===== src/design/mie_pkg.sv =====
// constants, opcodes and state codes of the instruction execute core
// assumes a 24-bit program word and a byte-wide data memory
package mie_pkg;

   ////////////////////////////////////////////////////////////////////////////
   // instruction word fields
   localparam int INSTR_W    = 24;
   localparam int OP_LSB     = 18;
   localparam int OP_W       = 6;
   localparam int EXT_POS    = 17;
   localparam int BIT_LSB    = 14;
   localparam int BIT_W      = 3;
   localparam int ARG_W      = 14;
   localparam int SHORT_AW   = 8;
   localparam int BYTE_W     = 8;
   localparam int NIB_W      = 4;
   localparam int TBL_HI_LSB = 8;
   localparam int INC_ONE    = 1;
   localparam int SKIP_STEP  = 2;

   localparam logic [7:0] PCL_ADDR  = 8'h06;
   localparam logic [7:0] BYTE_ZERO = 8'h00;
   localparam logic [7:0] BYTE_ALL  = 8'hff;
   localparam logic [7:0] BYTE_ONE  = 8'h01;
   localparam logic [3:0] BCD_MAX   = 4'h9;
   localparam logic [3:0] BCD_ADJ   = 4'h6;
   localparam logic [1:0] CYC_ONE   = 2'h1;

   ////////////////////////////////////////////////////////////////////////////
   // register indexes and bit positions
   localparam logic [2:0] RG_ACC    = 3'h0;
   localparam logic [2:0] RG_STATUS = 3'h1;
   localparam logic [2:0] RG_TPTR   = 3'h2;
   localparam logic [2:0] RG_TPAGE  = 3'h3;
   localparam logic [2:0] RG_THIGH  = 3'h4;
   localparam logic [2:0] RG_PCLO   = 3'h5;
   localparam logic [2:0] RG_PCHI   = 3'h6;
   localparam logic [2:0] RG_CTRL   = 3'h7;

   localparam int ST_C   = 0;
   localparam int ST_AC  = 1;
   localparam int ST_Z   = 2;
   localparam int ST_OV  = 3;
   localparam int ST_SC  = 4;
   localparam int ST_TO  = 5;
   localparam int ST_PDF = 6;

   localparam int CTRL_RUN = 0;
   localparam int CTRL_WDT = 1;

   ////////////////////////////////////////////////////////////////////////////
   typedef enum logic [OP_W-1:0] {
      OP_NOP, OP_ADD_AM, OP_ADD_AX, OP_ADDM, OP_ADC_AM, OP_ADD_CARRY_TO_MEMORY,
      OP_AND_AM, OP_AND_AX, OP_ANDM, OP_CALL, OP_CLR_M, OP_SET_M,
      OP_CLR_BIT, OP_CLR_WDT, OP_CPL, OP_INVERT_TO_ACCUMULATOR, OP_DAA, OP_DEC,
      OP_DECREMENT_TO_ACCUMULATOR, OP_HALT, OP_SZ, OP_SZA, OP_SNZ, OP_SZ_BIT,
      OP_SNZ_BIT, OP_SIZ, OP_SDZ, OP_SIZA, OP_SDZA, OP_TABRD,
      OP_TABRDL, OP_ITABRD, OP_ITABRDL, OP_SWAP, OP_SWAPA
   } mie_op_t;

   typedef enum logic [3:0] {
      S_WAIT, S_FETCH, S_FWAIT, S_DEC, S_DWAIT, S_EXEC, S_TWAIT, S_TAB, S_HALT
   } mie_state_t;

endpackage

===== src/design/mie_core.sv =====
// instruction execute core: fetch, decode and execute of the byte core
// assumes memories answer one clock after their read strobe
//
// Behaviour
// - extended skip takes three cycles when skipping, two otherwise
// - extended instruction writing program counter low byte takes three cycles
// - table read loads word from chosen or last page, high to table byte
// - incrementing table reads advance the table pointer before reading
// - skips test byte zero, nonzero, bit, or incremented/decremented zero; no flags
// - nibble exchange swaps halves; accumulator form leaves memory, one cycle
// - clear byte writes zero and leaves flags alone
// - add with carry sums accumulator, byte and carry; five flags updated
// - add sums accumulator with byte or immediate; five flags updated
// - and with byte or immediate stores result, only zero flag changes
// - call pushes next address, loads target, two cycles
// - clear bit zeroes only the chosen bit, flags unchanged
// - watchdog clear resets counter, expiry flag and power-down flag
// - invert writes complemented byte in place, only zero flag
// - invert to accumulator keeps memory, only zero flag
// - decimal adjust adds six per nibble above nine or carried, to memory
// - decimal adjust touches only carry, set when the high nibble is above nine or carry was set
// - decrement subtracts one in place, only zero flag
// - decrement to accumulator keeps memory unchanged
// - power-down stops execution, keeps state, clears watchdog and prescaler
// - power-down entry sets power-down flag, clears expiry flag
//
// Implementation choices: the address-and-strobe port and the register offsets.
`timescale 1ns/100ps

module mie_core #(
   parameter int PC_W     = 13,
   parameter int DM_AW    = 9,
   parameter int STK_D    = 8,
   parameter int CYC_CLKS = 8,
   parameter int WPRE_W   = 4,
   parameter int WCNT_W   = 8
) (
   input  wire logic                       CLOCK_I,
   input  wire logic                       RESET_I,
   input  wire logic [2:0]                 REG_ADDR_I,
   input  wire logic [7:0]                 REG_WDATA_I,
   input  wire logic                       REG_WR_I,
   input  wire logic                       REG_RD_I,
   output wire logic [7:0]                 REG_RDATA_O,
   output wire logic [PC_W-1:0]            PM_ADDR_O,
   output wire logic                       PM_RD_O,
   input  wire logic [mie_pkg::INSTR_W-1:0] PM_DATA_I,
   output wire logic [DM_AW-1:0]           DM_ADDR_O,
   output wire logic                       DM_RD_O,
   input  wire logic [7:0]                 DM_RDATA_I,
   output wire logic                       DM_WE_O,
   output wire logic [7:0]                 DM_WDATA_O,
   input  wire logic                       WAKE_I,
   output wire logic                       HALT_O,
   output wire logic                       WDT_EXPIRE_O,
   output wire logic                       INSTR_START_O
);

   ////////////////////////////////////////////////////////////////////////////
   // parameter checks

   localparam int SP_W  = $clog2(STK_D);
   localparam int DIV_W = $clog2(CYC_CLKS);
   localparam int WDT_W = WPRE_W + WCNT_W;

   if (PC_W < mie_pkg::SHORT_AW + 1 || PC_W > mie_pkg::ARG_W) begin : g_chk_pc
      $error("PC_W out of range");
   end
   if (DM_AW < mie_pkg::SHORT_AW || DM_AW > mie_pkg::ARG_W) begin : g_chk_dm
      $error("DM_AW out of range");
   end
   if (CYC_CLKS < 8 || (1 << DIV_W) != CYC_CLKS) begin : g_chk_cyc
      $error("CYC_CLKS must be a power of two of at least 8");
   end
   if (STK_D < 2 || (1 << SP_W) != STK_D) begin : g_chk_stk
      $error("STK_D must be a power of two of at least 2");
   end

   localparam logic [DIV_W-1:0] DIV_LAST = DIV_W'(CYC_CLKS - 1);
   localparam logic [PC_W-1:0]  PC_INC   = PC_W'(mie_pkg::INC_ONE);
   localparam logic [PC_W-1:0]  PC_SKIP  = PC_W'(mie_pkg::SKIP_STEP);
   localparam logic [DM_AW-1:0] PCL_DM   = DM_AW'(mie_pkg::PCL_ADDR);

   ////////////////////////////////////////////////////////////////////////////
   // state

   typedef struct packed {
      mie_pkg::mie_state_t             st;
      logic [DIV_W-1:0]                div;
      logic [1:0]                      rem;
      logic                            halt_pend;
      logic [mie_pkg::INSTR_W-1:0]     ir;
      logic [PC_W-1:0]                 pc;
      logic [STK_D-1:0][PC_W-1:0]      stk;
      logic [SP_W-1:0]                 sp;
      logic [7:0]                      acc;
      logic                            c;
      logic                            ac;
      logic                            z;
      logic                            ov;
      logic                            sc;
      logic                            watchdog_expiry_flag;
      logic                            power_down_flag;
      logic [7:0]                      table_pointer;
      logic [7:0]                      table_page;
      logic [7:0]                      table_high_byte;
      logic                            run;
      logic                            wdt_en;
      logic [WDT_W-1:0]                wdt;
      logic                            wdt_pulse;
      logic [PC_W-1:0]                 pm_addr;
      logic                            pm_rd;
      logic [DM_AW-1:0]                dm_addr;
      logic                            dm_rd;
      logic                            dm_we;
      logic [7:0]                      dm_wdata;
      logic [7:0]                      rdata;
      logic                            wake_s1;
      logic                            wake_s2;
   } mie_reg_t;

   mie_reg_t q_r;
   mie_reg_t q_nxt;

   ////////////////////////////////////////////////////////////////////////////
   // operand decode and datapath

   mie_pkg::mie_op_t        op;
   logic                    ext;
   logic [mie_pkg::BIT_W-1:0] bsel;
   logic [mie_pkg::ARG_W-1:0] arg;
   logic [DM_AW-1:0]        dec_addr;
   logic [7:0]              mval;
   logic [7:0]              opb;
   logic                    cin;
   logic [8:0]              sum9;
   logic [4:0]              lo5;
   logic [7:0]              lo8;
   logic                    ovf;
   logic [7:0]              incv;
   logic [7:0]              decv;
   logic [7:0]              mask;
   logic                    lo_adj;
   logic                    hi_adj;
   logic [7:0]              daav;
   logic [7:0]              tp_use;
   logic [PC_W-1:0]         tbl_addr;
   logic                    tick;

   assign op       = mie_pkg::mie_op_t'(q_r.ir[mie_pkg::OP_LSB +: mie_pkg::OP_W]);
   assign ext      = q_r.ir[mie_pkg::EXT_POS];
   assign bsel     = q_r.ir[mie_pkg::BIT_LSB +: mie_pkg::BIT_W];
   assign arg      = q_r.ir[mie_pkg::ARG_W-1:0];
   // short forms reach only the first sector
   assign dec_addr = PM_DATA_I[mie_pkg::EXT_POS] ? PM_DATA_I[DM_AW-1:0]
                                                 : DM_AW'(PM_DATA_I[mie_pkg::SHORT_AW-1:0]);
   // the program counter low byte sits in data space
   assign mval     = (q_r.dm_addr == PCL_DM) ? q_r.pc[7:0] : DM_RDATA_I;
   assign opb      = (op == mie_pkg::OP_ADD_AX || op == mie_pkg::OP_AND_AX) ? arg[7:0] : mval;
   assign cin      = (op == mie_pkg::OP_ADC_AM || op == mie_pkg::OP_ADD_CARRY_TO_MEMORY) ? q_r.c : 1'b0;
   assign sum9     = 9'(q_r.acc) + 9'(opb) + 9'(cin);
   assign lo5      = 5'(q_r.acc[3:0]) + 5'(opb[3:0]) + 5'(cin);
   assign lo8      = 8'(q_r.acc[6:0]) + 8'(opb[6:0]) + 8'(cin);
   assign ovf      = lo8[7] ^ sum9[8];
   assign incv     = mval + mie_pkg::BYTE_ONE;
   assign decv     = mval - mie_pkg::BYTE_ONE;
   assign mask     = mie_pkg::BYTE_ONE << bsel;
   assign lo_adj   = (q_r.acc[3:0] > mie_pkg::BCD_MAX) || q_r.ac;
   assign hi_adj   = (q_r.acc[7:4] > mie_pkg::BCD_MAX) || q_r.c;
   assign daav     = q_r.acc + {hi_adj ? mie_pkg::BCD_ADJ : 4'h0,
                                lo_adj ? mie_pkg::BCD_ADJ : 4'h0};
   assign tp_use   = (op == mie_pkg::OP_ITABRD || op == mie_pkg::OP_ITABRDL)
                     ? q_r.table_pointer + mie_pkg::BYTE_ONE : q_r.table_pointer;
   assign tbl_addr = (op == mie_pkg::OP_TABRDL || op == mie_pkg::OP_ITABRDL)
                     ? {{(PC_W-8){1'b1}}, tp_use}
                     : {q_r.table_page[PC_W-9:0], tp_use};
   assign tick     = (q_r.div == DIV_LAST);

   ////////////////////////////////////////////////////////////////////////////
   // next state

   always_comb begin
      logic [7:0] res;
      logic [7:0] stat;
      logic       wm;
      logic       wa;
      logic       arith;
      logic       zf;
      logic       skp;
      logic       extra;
      logic [PC_W-1:0] pcn;
      res   = mie_pkg::BYTE_ZERO;
      stat  = mie_pkg::BYTE_ZERO;
      wm    = 1'b0;
      wa    = 1'b0;
      arith = 1'b0;
      zf    = 1'b0;
      skp   = 1'b0;
      extra = 1'b0;
      pcn   = q_r.pc + PC_INC;
      q_nxt = q_r;

      q_nxt.wake_s1   = WAKE_I;
      q_nxt.wake_s2   = q_r.wake_s1;
      q_nxt.div       = q_r.div + DIV_W'(mie_pkg::INC_ONE);
      q_nxt.pm_rd     = 1'b0;
      q_nxt.dm_rd     = 1'b0;
      q_nxt.dm_we     = 1'b0;
      q_nxt.wdt_pulse = 1'b0;

      // register port
      stat[mie_pkg::ST_C]   = q_r.c;
      stat[mie_pkg::ST_AC]  = q_r.ac;
      stat[mie_pkg::ST_Z]   = q_r.z;
      stat[mie_pkg::ST_OV]  = q_r.ov;
      stat[mie_pkg::ST_SC]  = q_r.sc;
      stat[mie_pkg::ST_TO]  = q_r.watchdog_expiry_flag;
      stat[mie_pkg::ST_PDF] = q_r.power_down_flag;
      if (REG_RD_I) begin
         case (REG_ADDR_I)
            mie_pkg::RG_ACC:    q_nxt.rdata = q_r.acc;
            mie_pkg::RG_STATUS: q_nxt.rdata = stat;
            mie_pkg::RG_TPTR:   q_nxt.rdata = q_r.table_pointer;
            mie_pkg::RG_TPAGE:  q_nxt.rdata = q_r.table_page;
            mie_pkg::RG_THIGH:  q_nxt.rdata = q_r.table_high_byte;
            mie_pkg::RG_PCLO:   q_nxt.rdata = q_r.pc[7:0];
            mie_pkg::RG_PCHI:   q_nxt.rdata = 8'(q_r.pc[PC_W-1:8]);
            default: begin
               q_nxt.rdata                   = mie_pkg::BYTE_ZERO;
               q_nxt.rdata[mie_pkg::CTRL_RUN] = q_r.run;
               q_nxt.rdata[mie_pkg::CTRL_WDT] = q_r.wdt_en;
            end
         endcase
      end
      if (REG_WR_I) begin
         case (REG_ADDR_I)
            mie_pkg::RG_ACC:    q_nxt.acc = REG_WDATA_I;
            mie_pkg::RG_STATUS: begin
               q_nxt.c  = REG_WDATA_I[mie_pkg::ST_C];
               q_nxt.ac = REG_WDATA_I[mie_pkg::ST_AC];
               q_nxt.z  = REG_WDATA_I[mie_pkg::ST_Z];
               q_nxt.ov = REG_WDATA_I[mie_pkg::ST_OV];
               q_nxt.sc = REG_WDATA_I[mie_pkg::ST_SC];
            end
            mie_pkg::RG_TPTR:   q_nxt.table_pointer = REG_WDATA_I;
            mie_pkg::RG_TPAGE:  q_nxt.table_page    = REG_WDATA_I;
            mie_pkg::RG_CTRL: begin
               q_nxt.run    = REG_WDATA_I[mie_pkg::CTRL_RUN];
               q_nxt.wdt_en = REG_WDATA_I[mie_pkg::CTRL_WDT];
            end
            default: begin
            end
         endcase
      end

      // watchdog: prescaler in the low bits, counter above; frozen while halted
      if (tick && q_r.wdt_en && q_r.st != mie_pkg::S_HALT) begin
         q_nxt.wdt = q_r.wdt + WDT_W'(mie_pkg::INC_ONE);
         if (&q_r.wdt) begin
            q_nxt.watchdog_expiry_flag = 1'b1;
            q_nxt.wdt_pulse            = 1'b1;
         end
      end

      // sequencer, one instruction cycle is CYC_CLKS clocks
      case (q_r.st)
         mie_pkg::S_WAIT: begin
            if (tick) begin
               if (q_r.rem <= mie_pkg::CYC_ONE) begin
                  q_nxt.rem = mie_pkg::CYC_ONE;
                  if (q_r.halt_pend) begin
                     q_nxt.halt_pend = 1'b0;
                     q_nxt.st        = mie_pkg::S_HALT;
                  end else if (q_r.run) begin
                     q_nxt.st = mie_pkg::S_FETCH;
                  end
               end else begin
                  q_nxt.rem = q_r.rem - mie_pkg::CYC_ONE;
               end
            end
         end
         mie_pkg::S_FETCH: begin
            q_nxt.pm_addr = q_r.pc;
            q_nxt.pm_rd   = 1'b1;
            q_nxt.st      = mie_pkg::S_FWAIT;
         end
         mie_pkg::S_FWAIT: q_nxt.st = mie_pkg::S_DEC;
         mie_pkg::S_DEC: begin
            q_nxt.ir      = PM_DATA_I;
            q_nxt.dm_addr = dec_addr;
            q_nxt.dm_rd   = 1'b1;
            q_nxt.st      = mie_pkg::S_DWAIT;
         end
         mie_pkg::S_DWAIT: q_nxt.st = mie_pkg::S_EXEC;
         mie_pkg::S_EXEC: begin
            q_nxt.st = mie_pkg::S_WAIT;
            case (op)
               mie_pkg::OP_ADD_AM, mie_pkg::OP_ADD_AX: begin
                  res = sum9[7:0]; wa = 1'b1; arith = 1'b1;
               end
               mie_pkg::OP_ADDM: begin
                  res = sum9[7:0]; wm = 1'b1; arith = 1'b1;
               end
               mie_pkg::OP_ADC_AM: begin
                  res = sum9[7:0]; wa = 1'b1; arith = 1'b1;
               end
               mie_pkg::OP_ADD_CARRY_TO_MEMORY: begin
                  res = sum9[7:0]; wm = 1'b1; arith = 1'b1;
               end
               mie_pkg::OP_AND_AM, mie_pkg::OP_AND_AX: begin
                  res = q_r.acc & opb; wa = 1'b1; zf = 1'b1;
               end
               mie_pkg::OP_ANDM: begin
                  res = q_r.acc & opb; wm = 1'b1; zf = 1'b1;
               end
               mie_pkg::OP_CALL: begin
                  q_nxt.stk[q_r.sp] = pcn;
                  q_nxt.sp          = q_r.sp + SP_W'(mie_pkg::INC_ONE);
                  pcn               = arg[PC_W-1:0];
                  extra             = 1'b1;
               end
               mie_pkg::OP_CLR_M: begin
                  res = mie_pkg::BYTE_ZERO; wm = 1'b1;
               end
               mie_pkg::OP_SET_M: begin
                  res = mie_pkg::BYTE_ALL; wm = 1'b1;
               end
               mie_pkg::OP_CLR_BIT: begin
                  res = mval & ~mask; wm = 1'b1;
               end
               mie_pkg::OP_CLR_WDT: begin
                  q_nxt.wdt                  = '0;
                  // an expiry in this very cycle wins over the clear
                  q_nxt.watchdog_expiry_flag = q_nxt.wdt_pulse;
                  q_nxt.power_down_flag      = 1'b0;
               end
               mie_pkg::OP_CPL: begin
                  res = ~mval; wm = 1'b1; zf = 1'b1;
               end
               mie_pkg::OP_INVERT_TO_ACCUMULATOR: begin
                  res = ~mval; wa = 1'b1; zf = 1'b1;
               end
               mie_pkg::OP_DAA: begin
                  res     = daav; wm = 1'b1;
                  q_nxt.c = hi_adj;
               end
               mie_pkg::OP_DEC: begin
                  res = decv; wm = 1'b1; zf = 1'b1;
               end
               mie_pkg::OP_DECREMENT_TO_ACCUMULATOR: begin
                  res = decv; wa = 1'b1; zf = 1'b1;
               end
               mie_pkg::OP_HALT: begin
                  q_nxt.halt_pend            = 1'b1;
                  q_nxt.wdt                  = '0;
                  // an expiry in this very cycle wins over the clear
                  q_nxt.watchdog_expiry_flag = q_nxt.wdt_pulse;
                  q_nxt.power_down_flag      = 1'b1;
               end
               mie_pkg::OP_SZ:      skp = (mval == mie_pkg::BYTE_ZERO);
               mie_pkg::OP_SNZ:     skp = (mval != mie_pkg::BYTE_ZERO);
               mie_pkg::OP_SZ_BIT:  skp = ~mval[bsel];
               mie_pkg::OP_SNZ_BIT: skp = mval[bsel];
               mie_pkg::OP_SZA: begin
                  res = mval; wa = 1'b1; skp = (mval == mie_pkg::BYTE_ZERO);
               end
               mie_pkg::OP_SIZ: begin
                  res = incv; wm = 1'b1; skp = (incv == mie_pkg::BYTE_ZERO);
               end
               mie_pkg::OP_SDZ: begin
                  res = decv; wm = 1'b1; skp = (decv == mie_pkg::BYTE_ZERO);
               end
               mie_pkg::OP_SIZA: begin
                  res = incv; wa = 1'b1; skp = (incv == mie_pkg::BYTE_ZERO);
               end
               mie_pkg::OP_SDZA: begin
                  res = decv; wa = 1'b1; skp = (decv == mie_pkg::BYTE_ZERO);
               end
               mie_pkg::OP_TABRD, mie_pkg::OP_TABRDL,
               mie_pkg::OP_ITABRD, mie_pkg::OP_ITABRDL: begin
                  q_nxt.table_pointer = tp_use;
                  q_nxt.pm_addr       = tbl_addr;
                  q_nxt.pm_rd         = 1'b1;
                  q_nxt.st            = mie_pkg::S_TWAIT;
                  extra               = 1'b1;
               end
               mie_pkg::OP_SWAP: begin
                  res = {mval[3:0], mval[7:4]}; wm = 1'b1;
               end
               mie_pkg::OP_SWAPA: begin
                  res = {mval[3:0], mval[7:4]}; wa = 1'b1;
               end
               default: begin
               end
            endcase
            if (arith) begin
               q_nxt.c  = sum9[8];
               q_nxt.ac = lo5[4];
               q_nxt.ov = ovf;
               q_nxt.sc = ovf ^ res[7];
            end
            if (arith || zf) begin
               q_nxt.z = (res == mie_pkg::BYTE_ZERO);
            end
            if (wa) begin
               q_nxt.acc = res;
            end
            if (skp) begin
               pcn   = q_r.pc + PC_SKIP;
               extra = 1'b1;
            end
            if (wm && q_r.dm_addr == PCL_DM) begin
               pcn   = {q_r.pc[PC_W-1:8], res};
               extra = 1'b1;
            end else if (wm) begin
               q_nxt.dm_we    = 1'b1;
               q_nxt.dm_wdata = res;
            end
            q_nxt.pc  = pcn;
            // base cycle, one more for the long form, one for a branch or table
            q_nxt.rem = mie_pkg::CYC_ONE + {1'b0, ext} + {1'b0, extra};
         end
         mie_pkg::S_TWAIT: q_nxt.st = mie_pkg::S_TAB;
         mie_pkg::S_TAB: begin
            q_nxt.table_high_byte = PM_DATA_I[mie_pkg::TBL_HI_LSB +: mie_pkg::BYTE_W];
            q_nxt.dm_wdata        = PM_DATA_I[mie_pkg::BYTE_W-1:0];
            q_nxt.dm_we           = 1'b1;
            q_nxt.st              = mie_pkg::S_WAIT;
         end
         mie_pkg::S_HALT: begin
            if (q_r.wake_s2) begin
               q_nxt.st  = mie_pkg::S_WAIT;
               q_nxt.rem = mie_pkg::CYC_ONE;
            end
         end
         default: q_nxt.st = mie_pkg::S_WAIT;
      endcase
   end

   always_ff @(posedge CLOCK_I) begin
      if (RESET_I) begin
         q_r <= '0;
      end else begin
         q_r <= q_nxt;
      end
   end

   ////////////////////////////////////////////////////////////////////////////
   // outputs

   assign REG_RDATA_O   = q_r.rdata;
   assign PM_ADDR_O     = q_r.pm_addr;
   assign PM_RD_O       = q_r.pm_rd;
   assign DM_ADDR_O     = q_r.dm_addr;
   assign DM_RD_O       = q_r.dm_rd;
   assign DM_WE_O       = q_r.dm_we;
   assign DM_WDATA_O    = q_r.dm_wdata;
   assign HALT_O        = (q_r.st == mie_pkg::S_HALT);
   assign WDT_EXPIRE_O  = q_r.wdt_pulse;
   assign INSTR_START_O = (q_r.st == mie_pkg::S_FETCH);

endmodule


===== config.mk =====
export PLATFORM = sky130hd
export DESIGN_NAME = mie_core
export DESIGN_NICKNAME = d
export VERILOG_FILES = /design/src/design/mie_pkg.sv /design/src/design/mie_core.sv
export SDC_FILE = /design/constraint.sdc
export NUM_CORES = 1
export LEC_CHECK = 0
export BUFFER_PORTS_ARGS = -buffer_cell sky130_fd_sc_hd__buf_2
export CAP_MARGIN = 20
export CORE_ASPECT_RATIO = 2
export CORE_MARGIN = 2
export CORE_UTILIZATION = 55
export CTS_CLUSTER_DIAMETER = 40
export DETAILED_ROUTE_END_ITERATION = 7
export PLACE_DENSITY = 0.78
export SYNTH_ARGS = -nofsm -noshare
export SYNTH_HDL_FRONTEND = slang
export SYNTH_SLANG_ARGS = --single-unit

===== constraint.sdc =====
create_clock -name CLOCK_I -period 5.27 [get_ports CLOCK_I]
set_clock_uncertainty 0.1 [all_clocks]
set_input_delay 1.054 -clock CLOCK_I [delete_from_list [all_inputs] [get_ports CLOCK_I]]
set_output_delay 1.054 -clock CLOCK_I [all_outputs]
set_load 0.03 [all_outputs]

==> results of run 1 <==
-- cells in the final DEF, fill, tap and decap left out, types with 16 or more instances in the layout --
cell type    n
a211oi_1    20
a21oi_1    124
a22oi_1     18
a31oi_1     18
buf_2       91
buf_4       34
clkbuf_16   17
dfxtp_1    135
ha_1        24
inv_1       17
mux2_2      16
mux2i_1     45
nand2_1    171
nand2b_1    20
nand3_1     33
nor2_1     109
nor2b_1     16
nor3_1      32
o21ai_0     57
xnor2_1     23
xor2_1      24
-- kinds of logic (layout without fill, tap and decap cells) --
| family | count (synthesis) | count (layout) | synth area share [%] |
|---|---|---|---|
| buffers and inverters | 145 | 175 | 7.64 |
| xor gates and xnor gates | 47 | 47 | 4.35 |
| muxes | 71 | 71 | 8.70 |
| AOI/OAI and AO/OA | 341 | 341 | 23.3 |
| adders and majority gates | 27 | 27 | 3.81 |
| DFF | 135 | 135 | 28.6 |
| and+or+nand+nor | 471 | 471 | 23.7 |
-- registers in the layout, summed over array words and instances (netlist names) --
register	cells
PM_RD_O	1
WDT_EXPIRE_O	1
DM_RD_O	1
arg	13
DM_WE_O	1
bsel	3
DM_ADDR_O	1
ext	1
REG_RDATA_O	8
DM_WDATA_O	8
op	6
q_nxt	1
q_r	77
PM_ADDR_O	13
-- worst max-delay path: stages (launching register included) --
cell,delay [ns]
dfxtp_1,0.34
or4_1,0.54
or3_1,0.49
mux2i_2,0.47
ha_1,0.33
inv_1,0.14
o21a_1,0.21
a2111oi_0,0.38
a22o_1,0.21
nand4_1,0.15
o211a_4,0.27
nand2_1,0.21
nor2_1,0.08
ha_1,0.27
a21oi_1,0.05
mux2i_1,0.13
nor2_1,0.05
-- cell type report --
class	count	area, um2
Fill cell	1538	6410
Multi-Input combinational cell	957	6050
Sequential cell	135	2700
Timing Repair Buffer	126	726
Clock buffer	17	425
Tap cell	207	259
Clock inverter	15	134
Inverter	17	63.8
-- worst paths after layout --
kind                  from  endpoint  cells after the start
hold / removal    q_r[244]  q_r[244]                      1
hold reg to reg   q_r[244]  q_r[244]                      1
setup / recovery    arg[4]  q_r[242]                     16
setup reg to reg    arg[4]  q_r[242]                     16
-- power by group through the flow --
stage                     Sequential (mW)  Clock [mW]  Combinational (mW)
after floorplan                      1.06           0               0.116
after global placement               1.06           0               0.170
after detailed placement             1.06           0               0.171
after CTS                            1.04        1.14               0.172
after global routing                 1.04        1.18               0.189
final                                1.04        1.14               0.176
-- metal layers --
metal | vias to the layer above | share of wire (%) | GRT usage (%)
li1 | 4461 | - | -
met1 | 4594 | 33 | 36.2
met2 | 510 | 50 | 66.2
met3 | 204 | 6.1 | 6.90
met4 | 0 | 11 | 36.7
met5 | - | 0 | 0
-- through the flow --
stage / hold WS [ns] / total power [mW] / std cells / setup WS (ns)
floorplan: 0.299 / 1.18 / 1237 / 0.763
global placement: 0.315 / 1.23 / 1440 / 0.809
detailed placement: 0.329 / 1.23 / 1441 / 0.745
CTS: 0.340 / 2.36 / 1473 / 0.724
global route: 0.355 / 2.41 / 1474 / 0.428
finish: 0.339 / 2.35 / 1474 / 0.693
==> run metrics, run 1 <==
Critical Path Fanout Max=13; logic gate share of total power=7.5%; Core ar.=16800 um2; count leader, synth=nand2_1; Synth top area share=28.6%; GP Congestion=1.03; Leak=4.00 nW; wire per inst=23.9 um; area grow syn2layout=9.45%; largest area contributor in the synthesized netlist=dfxtp_1; Seq pwr share=44.3%; Yosys reg bits=135; die area=18300 um2; initial core utilization=56.4%; max-cap violation count=0; io pins=92; EDFF count, synth=0; Post-synth top flop=dfxtp_1; Clock Power Share=48.3%; die width=96.8 um; initial antenna violation count=0; Netlist Area Pre-Place=9460 um2; dpl hpwl=26.0 mm; layout cells sized above 1=15.8%; CP arrival=4.77 ns; switch share=27.2%; Fin. Hold Viols=0; PortBufs=91; Worst R2R Setup Slack=0.69 ns; first-pass GRT wire length=53.4 mm; Layout Cell Area excl Fill=10400 um2; H-Tree Depth=4; worst-case clock buffer depth=2; Worst Tran Pin Value=1.05 ns; clock slew at reported path FFs=0.06 ns; Final TNS setup=0 ns; Mapped Cells=1237; grt ovf=0; power density over cell area=227 nW/um2; Post-synth top cells=nand2_1, dfxtp_1, a21oi_1, nor2_1, clkbuf_1; result of the run=complete, no violations; post-synthesis average cell area=7.65 um2; sequential area share after synthesis=28.6%; final wirelength=35.2 mm; antenna-violating nets left=0; RSZ-0062 raised after global routing=false; CP required=5.46 ns; Antenna Cells=0; Mapped Nets=1312; fin. max-slew vios=0; Num CTS Buffers=17; Worst Setup Path Type=flop to flop; placed inst area=9780 um2; cts repair resizes=0; number of global-route vias before repair=9617; Die Height=190 um; Psw=0.640 mW; nets=1329; clock sink count=135; Hold Crit Class=flop to flop; Slew HR=29.5%; synth top area cells=dfxtp_1, nand2_1, a21oi_1; critical path endpoint category=flop; final setup violation count=0; vias per cell=6.63; Max VDD drop=347 uV; DR vias=9769; CTS tree=done; Residual DRC=0; yosys warns=0; clk_lat worst skew=0.44 ns; Synth async-reset ratio=0%; CP Launch Type=flop; Post-CTS Hold Buffers=0; end-of-flow core utilization=61.8%; Tmin final=4.58 ns; fin crit share=86.9%; row cnt=67; CTS root buf=clkbuf_16; cell-internal power=1.71 mW; Post-CTS Repair Setup Buffers=0; Iter 0 DRT Violations=867; Max Freq=218 MHz; 1st-pass router iterations=6; largest net degree at the start of global routing=66; Synth cell types=82; Total Routing Usage GR=37.8%
(Power assumes the default switching activity.)
==> run 2, diff against run 1 <==
- CORE_MARGIN: 2 -> 8
==> run 2 against run 1 <==
Wire length shrank 7.9%. Count of clock-buffer cells in the layout is the same. Fmax shrank 0.85%. First-iteration DRC count grew 12%. Non-clock buffer count shrank 6. Flip-flop and latch count is the same. Sequential share of layout area is essentially flat. Core utilization shrank 1.2 points. Critical path type unchanged. Largest cell class unchanged. Worst hold slack lost 0.0074 ns. Combinational power is essentially flat.
==> run metrics, run 2 (same netlist as run 1, synthesis figures left out) <==
result of the run=complete, no violations; Layout Cell Area excl Fill=10400 um2 (about the same); commonest non-fill, non-tap cells in the layout=nand2_1, dfxtp_1, a21oi_1; Hold Crit Class=flop to flop; fin crit share=87.6% (+0.74 points); CP endpoint=q_r[243]; CP arrival=4.83 ns (+0.06 ns); PortBufs=91 (unchanged); R2R Path Start=arg[4]; Max Freq=217 MHz (-0.85%); filler instances=1494 (-2.9%); CP Launch Type=flop; critical path's slowest cell=or4_1; CTS root buf=clkbuf_16; critical path endpoint category=flop; 1st-pass router iterations=6 (unchanged); Final TNS setup=0 ns (unchanged); max-cap violation count=0 (unchanged); clk_lat worst skew=0.44 ns (about the same); Num CTS Buffers=17 (unchanged); final setup violation count=0 (unchanged); vias per cell=6.56 (-1.0%); cts repair resizes=0 (unchanged); io pins=92 (unchanged); grt ovf=0 (unchanged); clock slew at reported path FFs=0.06 ns (about the same); Max VDD drop=350 uV (+1.1%); layout cells sized above 1=15.4% (-0.40 points); die area=21900 um2 (+20%); placed cells=1438 (-0.21%); Post-CTS Hold Buffers=0 (unchanged); dpl hpwl=23.7 mm (-8.8%); hold slack=0.332 ns (-0.00738 ns); GP Congestion=1.03 (-0.38%); first-pass GRT wire length=50.8 mm (-4.9%); Iter 0 DRT Violations=975 (+12%); Critical Path Fanout Max=13 (unchanged); Tmin final=4.62 ns (+0.0391 ns); initial core utilization=55.3% (-1.1 points); Worst R2R Setup Slack=0.65 ns (-0.04 ns); final wirelength=32.4 mm (-7.9%); clock sink count=135 (unchanged); Top reg by flops=q_r; H-Tree Depth=4 (unchanged); Finished Layout Cells=1472 (-0.14%); Leak=3.99 nW (-0.19%); Residual DRC=0 (unchanged); initial antenna violation count=1 (+1); row cnt=68 (+1.5%); Setup crit start=arg[4]; hold path depth=1 (unchanged); Total Routing Usage GR=29.5% (-8.3 points); Fin. Hold Viols=0 (unchanged); worst-case clock buffer depth=2 (unchanged); number of global-route vias before repair=9338 (-2.9%); CTS tree=done; largest net degree at the start of global routing=67 (+1.5%); Slew HR=25.4% (-4.0 points); R2R cell count=16 (unchanged); DR vias=9658 (-1.1%); wire per inst=22.0 um (-7.8%); RSZ-0062 raised after global routing=false; commonest non-fill, non-tap cell in the layout=nand2_1; placed inst area=9740 um2 (-0.40%); Largest register FFs=77 (unchanged); antenna-violating nets left=0 (unchanged); reg-to-reg critical path endpoint=q_r[243]; Post-CTS Repair Setup Buffers=0 (unchanged); critical path, cell by cell=or4_1 > or3_1 > mux2i_4 > inv_1 > ha_1 > nand3_1 > or3_1 > a21oi_1 > a221oi_1 > o2111ai_2 > o211a_4 > nand2_1 > nor2_1 > ha_1 > nor2_1 > o311a_1; Worst Tran Pin Value=1.11 ns (+0.0559 ns); Die Height=202 um (+6.3%); nets=1323 (-0.45%); CP required=5.48 ns (+0.02 ns); Core ar.=17100 um2 (+2.0%); power density over cell area=238 nW/um2 (+4.7%); fin. max-slew vios=0 (unchanged); die width=109 um (+12%); max incr delay on CP=0.55 ns (about the same); area grow syn2layout=9.56% (about the same); Worst Setup Path Type=flop to flop
==> run 2: report_power, final <==
| part | switching, mW | leakage [nW] | internal [mW] |
|---|---|---|---|
| Combinational | 0.112 | 2.60 | 0.0639 |
| Sequential | 0.00994 | 1.09 | 1.03 |
| Clock | 0.531 | 0.294 | 0.719 |
| Total | 0.653 | 3.99 | 1.81 |
==> run 2: cell type report <==
type	instances	area [um2]	share of cell area, %
antenna	1	2.50	0.0241
multi-input combinational	957	6050	58.3
timing repair buffer	120	682	6.58
sequential	135	2700	26.1
tap	210	263	2.53
clock inverter	15	181	1.75
clock buffer	17	425	4.10
inverter	17	63.8	0.615
==> run 2: through the flow <==
step	util, %	setup WS [ns]	total power [mW]
after floorplan	-	0.763	1.18
after global placement	57.0	0.803	1.23
after detailed placement	57.0	0.733	1.24
after CTS	60.5	0.718	2.47
after global routing	60.6	0.356	2.53
final	60.6	0.654	2.47
==> run 2: worst max-delay path, delay by kind of cell, from the launching register on <==
kind | cells | cell delay [ns]
simple gates | 7 | 2.03
compound gates | 5 | 1.11
fa+ha+maj | 2 | 0.48
flops | 1 | 0.35
mux | 1 | 0.29
buf+inv | 1 | 0.13
==> run 2: routing by layer <==
layer  wire (um)  vias up  track usage, %
met2       15200      558            46.1
met5           0        -               0
met1       12500     4531            36.3
li1            -     4442               -
met4        1810        0            17.4
met3        2890      127            5.86
==> run 2: how the worst min path moves through the flow <==
stage,from,slack [ns],endpoint
finish,q_r[244],0.33,q_r[244]
global route,q_r[244],0.36,q_r[244]
CTS,q_r[244],0.34,q_r[244]
detailed placement,q_r[244],0.33,q_r[244]
global placement,q_r[244],0.31,q_r[244]
floorplan,q_r[244],0.30,q_r[244]
